===== src/shared/gtdc_pkg.sv =====
// package for the gate timing and delay compensation block
// assumes a 200 MHz core clock and a 16-bit serial register port
package gtdc_pkg;

  // ==========================================================
  // timing
  localparam int CLK_PERIOD_NS = 5;
  localparam int DRV_DEAD_NS = 200;
  localparam int DEAD_CYC = (DRV_DEAD_NS + CLK_PERIOD_NS - 1) / CLK_PERIOD_NS;
  localparam int QUAL_NS = 100;
  localparam int QUAL_CYC = (QUAL_NS + CLK_PERIOD_NS - 1) / CLK_PERIOD_NS;
  localparam int GOAL_STEP_NS = 200;
  localparam int GOAL_STEP_CYC = GOAL_STEP_NS / CLK_PERIOD_NS;
  localparam int CNT_W = 10;
  localparam logic [CNT_W-1:0] DEAD_CNT = CNT_W'(DEAD_CYC);
  localparam logic [CNT_W-1:0] QUAL_END_CNT = CNT_W'(DEAD_CYC + QUAL_CYC);

  // ==========================================================
  // register map
  localparam logic [5:0] ADDR_RECT_CTRL = 6'h07;
  localparam logic [5:0] ADDR_DELAY_COMP = 6'h0c;
  localparam int ASYNC_RECT_BIT = 3;
  localparam int SYNC_RECT_BIT = 2;
  localparam int COMP_ON_BIT = 4;
  localparam int GOAL_MSB = 3;
  localparam int GOAL_LSB = 0;
  localparam logic [7:0] RECT_CTRL_RST = 8'h00;
  localparam logic [7:0] DELAY_COMP_RST = 8'h00;

  // ==========================================================
  // serial frame: read flag, address, parity, data
  localparam int FRAME_BITS = 16;
  localparam int RW_BIT = 15;
  localparam int ADDR_MSB = 14;
  localparam int ADDR_LSB = 9;
  localparam logic [4:0] DATA_START_CNT = 5'h08;
  localparam logic [4:0] FRAME_END_CNT = 5'h10;

  // ==========================================================
  // protection / slew select pin modes that turn demagnetization on
  localparam logic [2:0] PSEL_DEMAG_A = 3'h3;
  localparam logic [2:0] PSEL_DEMAG_B = 3'h4;

  typedef enum logic [1:0] {DM_IDLE, DM_SETTLE, DM_ON} gtdc_dm_state_t;

endpackage


===== src/hdl/gtdc_core.sv =====
// gate timing core: register port, delay compensation, dead time, demagnetization
// assumes all pins and comparator results are asynchronous to core_clk_in

module gtdc_core
  import gtdc_pkg::*;
(
  // clock and reset
  input wire logic core_clk_in,
  input wire logic nrst_in,
  // serial register port
  input wire logic spi_sclk_in,
  input wire logic spi_ncs_in,
  input wire logic spi_sdi_in,
  output logic spi_sdo_out,
  output logic spi_sdo_oe_out,
  // controller pwm inputs, per phase
  input wire logic [2:0] high_side_pwm_in,
  input wire logic [2:0] low_side_pwm_in,
  // demagnetization comparators, per phase
  input wire logic [2:0] demag_high_cmp_in,
  input wire logic [2:0] demag_low_cmp_in,
  // pin-configured variant
  input wire logic hw_variant_in,
  input wire logic [2:0] protect_slew_select_pin_in,
  // gate drive per phase
  output logic [2:0] high_gate_out,
  output logic [2:0] low_gate_out
);

  // ==========================================================
  // functions
  function automatic logic [CNT_W-1:0] goal_cycles(input logic [3:0] code);
    logic [CNT_W-1:0] steps;
    steps = CNT_W'(code) + CNT_W'(1);
    goal_cycles = (code == 4'h0) ? '0 : CNT_W'(steps * CNT_W'(GOAL_STEP_CYC));
  endfunction

  // ==========================================================
  // input synchronisers
  logic [15:0] sync1, sync2;
  always_ff @(posedge core_clk_in or negedge nrst_in) begin
    if (!nrst_in) begin
      sync1 <= 16'h0000;
      sync2 <= 16'h0000;
    end else begin
      sync1 <= {spi_sclk_in, ~spi_ncs_in, spi_sdi_in, high_side_pwm_in, low_side_pwm_in,
                demag_high_cmp_in, demag_low_cmp_in, hw_variant_in};
      sync2 <= sync1;
    end
  end
  logic sclk_s, cs_s, sdi_s, hwv_s;
  logic [2:0] hs_s, ls_s, hcmp_s, lcmp_s, psel_s, psel1;
  assign {sclk_s, cs_s, sdi_s, hs_s, ls_s, hcmp_s, lcmp_s, hwv_s} = sync2;
  always_ff @(posedge core_clk_in or negedge nrst_in) begin
    if (!nrst_in) begin
      psel1 <= 3'h0;
      psel_s <= 3'h0;
    end else begin
      psel1 <= protect_slew_select_pin_in;
      psel_s <= psel1;
    end
  end

  // ==========================================================
  // serial register port
  logic [7:0] rect_ctrl, delay_comp;
  logic sclk_d;
  logic [4:0] bit_cnt;
  logic [15:0] rx_sh;
  logic [7:0] tx_sh;
  wire sclk_fall = sclk_d & ~sclk_s;
  wire sclk_rise = ~sclk_d & sclk_s;
  wire [15:0] rx_next = {rx_sh[14:0], sdi_s};

  function automatic logic [7:0] reg_read(input logic [5:0] addr);
    unique case (addr)
      ADDR_RECT_CTRL: reg_read = rect_ctrl;
      ADDR_DELAY_COMP: reg_read = {3'h0, delay_comp[4:0]};
      default: reg_read = 8'h00;
    endcase
  endfunction

  always_ff @(posedge core_clk_in or negedge nrst_in) begin
    if (!nrst_in) begin
      sclk_d <= 1'b0;
      bit_cnt <= 5'h00;
      rx_sh <= 16'h0000;
      tx_sh <= 8'h00;
      spi_sdo_out <= 1'b0;
    end else begin
      sclk_d <= sclk_s;
      if (!cs_s) begin
        bit_cnt <= 5'h00;
        spi_sdo_out <= 1'b0;
      end else if (sclk_fall && bit_cnt != FRAME_END_CNT) begin
        rx_sh <= rx_next;
        bit_cnt <= bit_cnt + 5'h01;
        if (bit_cnt + 5'h01 == DATA_START_CNT) begin
          tx_sh <= reg_read(rx_next[6:1]);
        end
      end else if (sclk_rise && bit_cnt >= DATA_START_CNT) begin
        spi_sdo_out <= tx_sh[7];
        tx_sh <= {tx_sh[6:0], 1'b0};
      end
    end
  end
  assign spi_sdo_oe_out = cs_s;

  wire wr_go = cs_s && sclk_fall && bit_cnt == FRAME_END_CNT - 5'h01 && !rx_sh[RW_BIT - 1];
  wire [5:0] wr_addr = rx_sh[ADDR_MSB-1:ADDR_LSB-1];
  always_ff @(posedge core_clk_in or negedge nrst_in) begin
    if (!nrst_in) begin
      rect_ctrl <= RECT_CTRL_RST;
      delay_comp <= DELAY_COMP_RST;
    end else if (wr_go) begin
      if (wr_addr == ADDR_RECT_CTRL) begin
        rect_ctrl <= {4'h0, rx_next[ASYNC_RECT_BIT], rx_next[SYNC_RECT_BIT], 2'h0};
      end
      if (wr_addr == ADDR_DELAY_COMP) begin
        delay_comp <= {3'h0, rx_next[4:0]};
      end
    end
  end

  wire delay_comp_on = delay_comp[COMP_ON_BIT];
  wire [3:0] delay_goal_code = delay_comp[GOAL_MSB:GOAL_LSB];
  wire sync_rectify_on = rect_ctrl[SYNC_RECT_BIT];
  wire async_rectify_on = rect_ctrl[ASYNC_RECT_BIT];
  wire [CNT_W-1:0] goal_now = goal_cycles(delay_goal_code);
  wire demag_on = (sync_rectify_on && async_rectify_on) ||
                  (hwv_s && (psel_s == PSEL_DEMAG_A || psel_s == PSEL_DEMAG_B));

  // ==========================================================
  // delay compensation: turn-offs pass at once, turn-ons wait out the goal
  logic [2:0] seen_h, seen_l, req_h, req_l, busy;
  logic [CNT_W-1:0] dly_cnt [3];
  wire [2:0] edge_in = (hs_s ^ seen_h) | (ls_s ^ seen_l);
  always_ff @(posedge core_clk_in or negedge nrst_in) begin
    if (!nrst_in) begin
      seen_h <= 3'h0;
      seen_l <= 3'h0;
      req_h <= 3'h0;
      req_l <= 3'h0;
      busy <= 3'h0;
      for (int p = 0; p < 3; p++) dly_cnt[p] <= '0;
    end else begin
      for (int p = 0; p < 3; p++) begin
        if (edge_in[p]) begin
          seen_h[p] <= hs_s[p];
          seen_l[p] <= ls_s[p];
          // settings are sampled only here
          if (delay_comp_on && goal_now != '0) begin
            req_h[p] <= req_h[p] & hs_s[p];
            req_l[p] <= req_l[p] & ls_s[p];
            dly_cnt[p] <= goal_now - CNT_W'(1);
            busy[p] <= 1'b1;
          end else begin
            req_h[p] <= hs_s[p];
            req_l[p] <= ls_s[p];
            busy[p] <= 1'b0;
          end
        end else if (busy[p]) begin
          if (dly_cnt[p] == '0) begin
            req_h[p] <= seen_h[p];
            req_l[p] <= seen_l[p];
            busy[p] <= 1'b0;
          end else begin
            dly_cnt[p] <= dly_cnt[p] - CNT_W'(1);
          end
        end
      end
    end
  end

  // ==========================================================
  // dead time: a gate turns on only after the other has been off DEAD_CYC
  logic [CNT_W-1:0] hi_off_cnt [3];
  logic [CNT_W-1:0] lo_off_cnt [3];
  gtdc_dm_state_t dm_st [3][2]; // side 0 drives low FET, side 1 high FET
  logic [CNT_W-1:0] dm_cnt [3][2];
  always_ff @(posedge core_clk_in or negedge nrst_in) begin
    if (!nrst_in) begin
      for (int p = 0; p < 3; p++) begin
        hi_off_cnt[p] <= '0;
        lo_off_cnt[p] <= '0;
      end
    end else begin
      for (int p = 0; p < 3; p++) begin
        if (high_gate_out[p]) hi_off_cnt[p] <= '0;
        else if (hi_off_cnt[p] != DEAD_CNT) hi_off_cnt[p] <= hi_off_cnt[p] + CNT_W'(1);
        if (low_gate_out[p]) lo_off_cnt[p] <= '0;
        else if (lo_off_cnt[p] != DEAD_CNT) lo_off_cnt[p] <= lo_off_cnt[p] + CNT_W'(1);
      end
    end
  end

  always_ff @(posedge core_clk_in or negedge nrst_in) begin
    if (!nrst_in) begin
      high_gate_out <= 3'h0;
      low_gate_out <= 3'h0;
    end else begin
      for (int p = 0; p < 3; p++) begin
        // a long controller gap has already filled the counter
        // counter is one short on the edge that turns the gate on: off time is DEAD_CYC
        // same wait whatever the current direction
        high_gate_out[p] <= (req_h[p] && !req_l[p] && !low_gate_out[p] &&
                             lo_off_cnt[p] >= DEAD_CNT - CNT_W'(1)) || dm_st[p][1] == DM_ON;
        // low FET stays off unless requested or demagnetizing
        low_gate_out[p] <= (req_l[p] && !req_h[p] && !high_gate_out[p] &&
                            hi_off_cnt[p] >= DEAD_CNT - CNT_W'(1)) || dm_st[p][0] == DM_ON;
      end
    end
  end

  // ==========================================================
  // demagnetization: after one gate drops with both inputs off, watch the body diode
  logic [2:0] hi_d, lo_d;
  always_ff @(posedge core_clk_in or negedge nrst_in) begin
    if (!nrst_in) begin
      hi_d <= 3'h0;
      lo_d <= 3'h0;
      for (int p = 0; p < 3; p++) begin
        for (int s = 0; s < 2; s++) begin
          dm_st[p][s] <= DM_IDLE;
          dm_cnt[p][s] <= '0;
        end
      end
    end else begin
      hi_d <= high_gate_out;
      lo_d <= low_gate_out;
      for (int p = 0; p < 3; p++) begin
        for (int s = 0; s < 2; s++) begin
          logic dropped, cmp;
          dropped = (s == 0) ? (hi_d[p] && !high_gate_out[p]) : (lo_d[p] && !low_gate_out[p]);
          cmp = (s == 0) ? lcmp_s[p] : hcmp_s[p];
          if (!demag_on || req_h[p] || req_l[p]) begin
            dm_st[p][s] <= DM_IDLE;
          end else begin
            unique case (dm_st[p][s])
              DM_IDLE: begin
                if (dropped) begin
                  dm_st[p][s] <= DM_SETTLE;
                  dm_cnt[p][s] <= '0;
                end
              end
              DM_SETTLE: begin
                if (dm_cnt[p][s] < DEAD_CNT || cmp) begin
                  dm_cnt[p][s] <= dm_cnt[p][s] + CNT_W'(1);
                end else begin
                  dm_cnt[p][s] <= DEAD_CNT;
                end
                if (cmp && dm_cnt[p][s] == QUAL_END_CNT - CNT_W'(1)) begin
                  dm_st[p][s] <= DM_ON;
                end
              end
              DM_ON: begin
                if (!cmp) dm_st[p][s] <= DM_IDLE;
              end
            endcase
          end
        end
      end
    end
  end
endmodule


===== config.mk =====
export PLATFORM = sky130hd
export DESIGN_NAME = gtdc_core
export DESIGN_NICKNAME = d
export VERILOG_FILES = /design/src/shared/gtdc_pkg.sv /design/src/hdl/gtdc_core.sv
export SDC_FILE = /design/constraint.sdc
export NUM_CORES = 1
export LEC_CHECK = 0
export BUFFER_PORTS_ARGS = -buffer_cell sky130_fd_sc_hd__buf_2
export CORE_AREA = 10 10 152 189
export DETAILED_ROUTE_END_ITERATION = 6
export DIE_AREA = 0 0 162 199
export PLACE_DENSITY = 0.73
export REMOVE_ABC_BUFFERS = 1
export SYNTH_ARGS = -nofsm -noshare
export SYNTH_HDL_FRONTEND = slang
export SYNTH_SLANG_ARGS = --single-unit

===== constraint.sdc =====
create_clock -name core_clk_in -period 3.6 [get_ports core_clk_in]
set_clock_uncertainty 0.15 [all_clocks]
set_input_delay 0.36 -clock core_clk_in [delete_from_list [all_inputs] [get_ports core_clk_in]]
set_output_delay 0.36 -clock core_clk_in [all_outputs]
set_load 0.005 [all_outputs]

==> results.ini <==
[floorplan]
coreArea_um2 = 25000
die_h_um = 199
io_pins = 29
fp.dieW_um = 162
start_util_pct = 53.9
row_count = 65
die_area_um2 = 32200

[logic_synthesis]
synth_common_cells = dfrtp_1, nor2_1, o21ai_0
async_reset_ff_share_pct = 100
syn_area_um2 = 13500
synth_top_area_share_pct = 48.9
ys_seq_area_share_pct = 48.9
synth_cell_types = 96
yosysTopAreaCell = dfrtp_1
synth-edff-count = 0
yosysMostFrequentCell = dfrtp_1
synth_seq_cells = 264
syn_area_per_cell_um2 = 10.1
synthFlopType = dfrtp_1
synth_warnings = 0
ys_top_cells_by_area = dfrtp_1, ha_1, o21ai_0
synthCells = 1336

[critical_path]
ff2ff_path_depth = 12
critPathKind = flip-flop to flip-flop
worstReg2RegEnd = dly_cnt[8]
critPathCaptureType = flip-flop
r2r_slack_ps = 140
timing.rr.start = delay_comp[0]
arrival_ps = 3720
critPathMaxFanout = 6
critPathLaunchType = flip-flop
critPathRequiredTime_ps = 3870

[power_and_ir_drop]
peakVddDrop_v = 0.000430
p_sw_share_pct = 27.0
pwr-share-clk_pct = 38.1
p_switching_mw = 2.02
comb_power_share_pct = 13.5
p_int_mw = 5.46
powerDensity_nw_per_um2 = 491
p_leak_nw = 6.87
pwr-share-seq_pct = 48.4

[layout]
final_nets = 1472
finalInstanceArea_um2 = 15200
final_cell_count_no_fill = 1744
drive_gt1_share_pct = 12.9
insertedDiodeCount = 0
area_growth_pct = 12.8

[placed_design]
dp_cells = 1677
place_area_um2 = 14100
post-dp-hpwl_mm = 17.5
io_buffers = 28
gp_congestion = 0.837

[detailed_routing]
dr.pass1.iters = 5
routed_wl_mm = 26.2
drc = 0
drt-met1-wl_mm = 11.4
drtAntennaViolNets = 0
wire_per_inst_um = 15.0
top_layer = met4
vias_per_cell = 5.77
drtIter0Drc = 513
route.met2.wl_mm = 13.3
vias = 10100
met3WireLength_um = 963

[clock_tree]
clockBufferDepth = 3
clkLatencyLatePin_ps = 540
cts_buffers = 27
htreeDepth = 1
cts.clk_slew.worst_paths_ps = 60
cts.sinks = 264
tritoncts = yes
root_buffer = clkbuf_16

[global_route]
grt-ovfl-total = 0
grt_max_degree = 100
grt_pass1_vias = 9898
track_usage_pct = 16.2
grt_pass1_wl_mm = 45.3
antenna_found_initial = 0

[timing]
fmax_mhz = 289
tightest_slew_ps = 803
setup-violations-final = 0
relSlewSlack_pct = 45.7
finalHoldViolCount = 0
finalMaxSlewViolations = 0
finalCritPeriodShare_pct = 96.0
min_period_ps = 3460

[job]
maxCapViolCount = 0

[hold_path]
min-delay-start = psel1[1]
hold_path_end = psel_s[1]
hold_depth = 0
hold_class = flip-flop to flip-flop

[run_status]
status = finished clean

-- registers in the layout, summed over array words and instances, names as in the netlist, 2 cells and up --
register and cells:
sync2 16, rect_ctrl 2, dm_st 12, req_l 3, bit_cnt 5, lo_off_cnt 30, busy 3, low_gate_out 3
hi_off_cnt 30, delay_comp 5, psel1 3, sync1 16, psel_s 3, req_h 3, seen_l 3, dly_cnt 30
tx_sh 8, lo_d 3, rx_sh 15, seen_h 3, dm_cnt 60, hi_d 3, high_gate_out 3
-- worst max-delay path, stage by stage (launching register included) --
cell      delay (ps)
dfrtp_2          400
inv_1             70
ha_1             320
ha_1             290
ha_1             230
fa_2             400
xor2_4           180
a211oi_2         370
o221a_4          310
a21oi_4          110
buf_12           150
a221oi_1         300
a21oi_1           70
-- cell usage in the layout (no fill, tap or decap), drive strengths merged, types with 16 or more instances in the layout --
master,synthesis,final
o31ai,21,21
o21ai,104,104
ha,58,58
nor2,120,120
o22a,16,16
nand2b,26,26
dlygate4sd3,0,20
nand2,92,92
buf,14,50
mux2,29,29
inv,64,65
nor3,32,32
xor2,36,36
clkbuf,29,35
and3,35,35
nand4,16,16
xnor2,30,30
dfrtp,264,264
nand3,74,74
a21oi,61,61
nor4,18,18
-- what timing repair did --
| action | 4_1_cts | 5_1_grt |
|---|---|---|
| buffers inserted | 0 | 1 |
| gates resized for setup | 0 | 7 |
| hold endpoints to repair | 115 | 0 |
| hold buffers | 20 | 0 |
| endpoints found under the setup margin | 0 | 31 |
-- power by group through the flow --
stage | Sequential (mW) | Combinational [mW] | Clock [mW]
CTS | 3.62 | 1.03 | 2.92
global route | 3.67 | 1.17 | 3.05
detailed placement | 3.66 | 1.00 | 0
global placement | 3.65 | 0.958 | 0
floorplan | 3.57 | 0.763 | 0
finish | 3.62 | 1.01 | 2.85
-- metal layers --
metal / global-route usage [%] / vias to the layer above
met2: 29.1 / 177
li1: - / 4893
met1: 19.8 / 4954
met3: 2.30 / 42
met5: 0 / -
met4: 4.86 / 0
-- stage by stage --
stage / setup slack, ps / total power [mW] / hold WS [ps] / setup TNS [ps] / utilization, %
after floorplan: 99.3 / 4.33 / -85.6 / 0 / -
after CTS: 13.1 / 7.57 / 195 / 0 / 60.6
final: 145 / 7.48 / 197 / 0 / 60.8
after detailed placement: 25.6 / 4.67 / 185 / 0 / 56.1
after global placement: 78.4 / 4.61 / 181 / 0 / 56.1
after global routing: -33.8 / 7.89 / 200 / -115 / 60.8
-- cells by family after synthesis --
| logic type | after synthesis | synth area share [%] |
|---|---|---|
| adder cells (fa/ha/maj) | 59 | 5.52 |
| buffers and inverters | 107 | 3.21 |
| multiplexers | 38 | 3.11 |
| XOR/XNOR | 67 | 4.52 |
| flip-flops | 264 | 48.9 |
| AO/OA/AOI/OAI | 308 | 15.8 |
| AND/OR/NAND/NOR | 493 | 18.9 |
-- worst max-delay path by stage --
stage	from	end	slack, ps
CTS	delay_comp[0]	dly_cnt[0]	10
floorplan	delay_comp[0]	dly_cnt[0]	100
global placement	delay_comp[0]	dly_cnt[16]	80
detailed placement	delay_comp[0]	dly_cnt[0]	30
global route	delay_comp[0]	dly_cnt[27]	-30
finish	delay_comp[0]	dly_cnt[8]	140
-- final cells by class --
type | count | area, um2
Fill cell | 2141 | 9810
Sequential cell | 264 | 6610
Multi-Input combinational cell | 965 | 6510
Clock buffer | 35 | 776
Timing Repair Buffer | 70 | 553
Tap cell | 335 | 419
Inverter | 64 | 240
Clock inverter | 11 | 134
(Power assumes the default switching activity.)
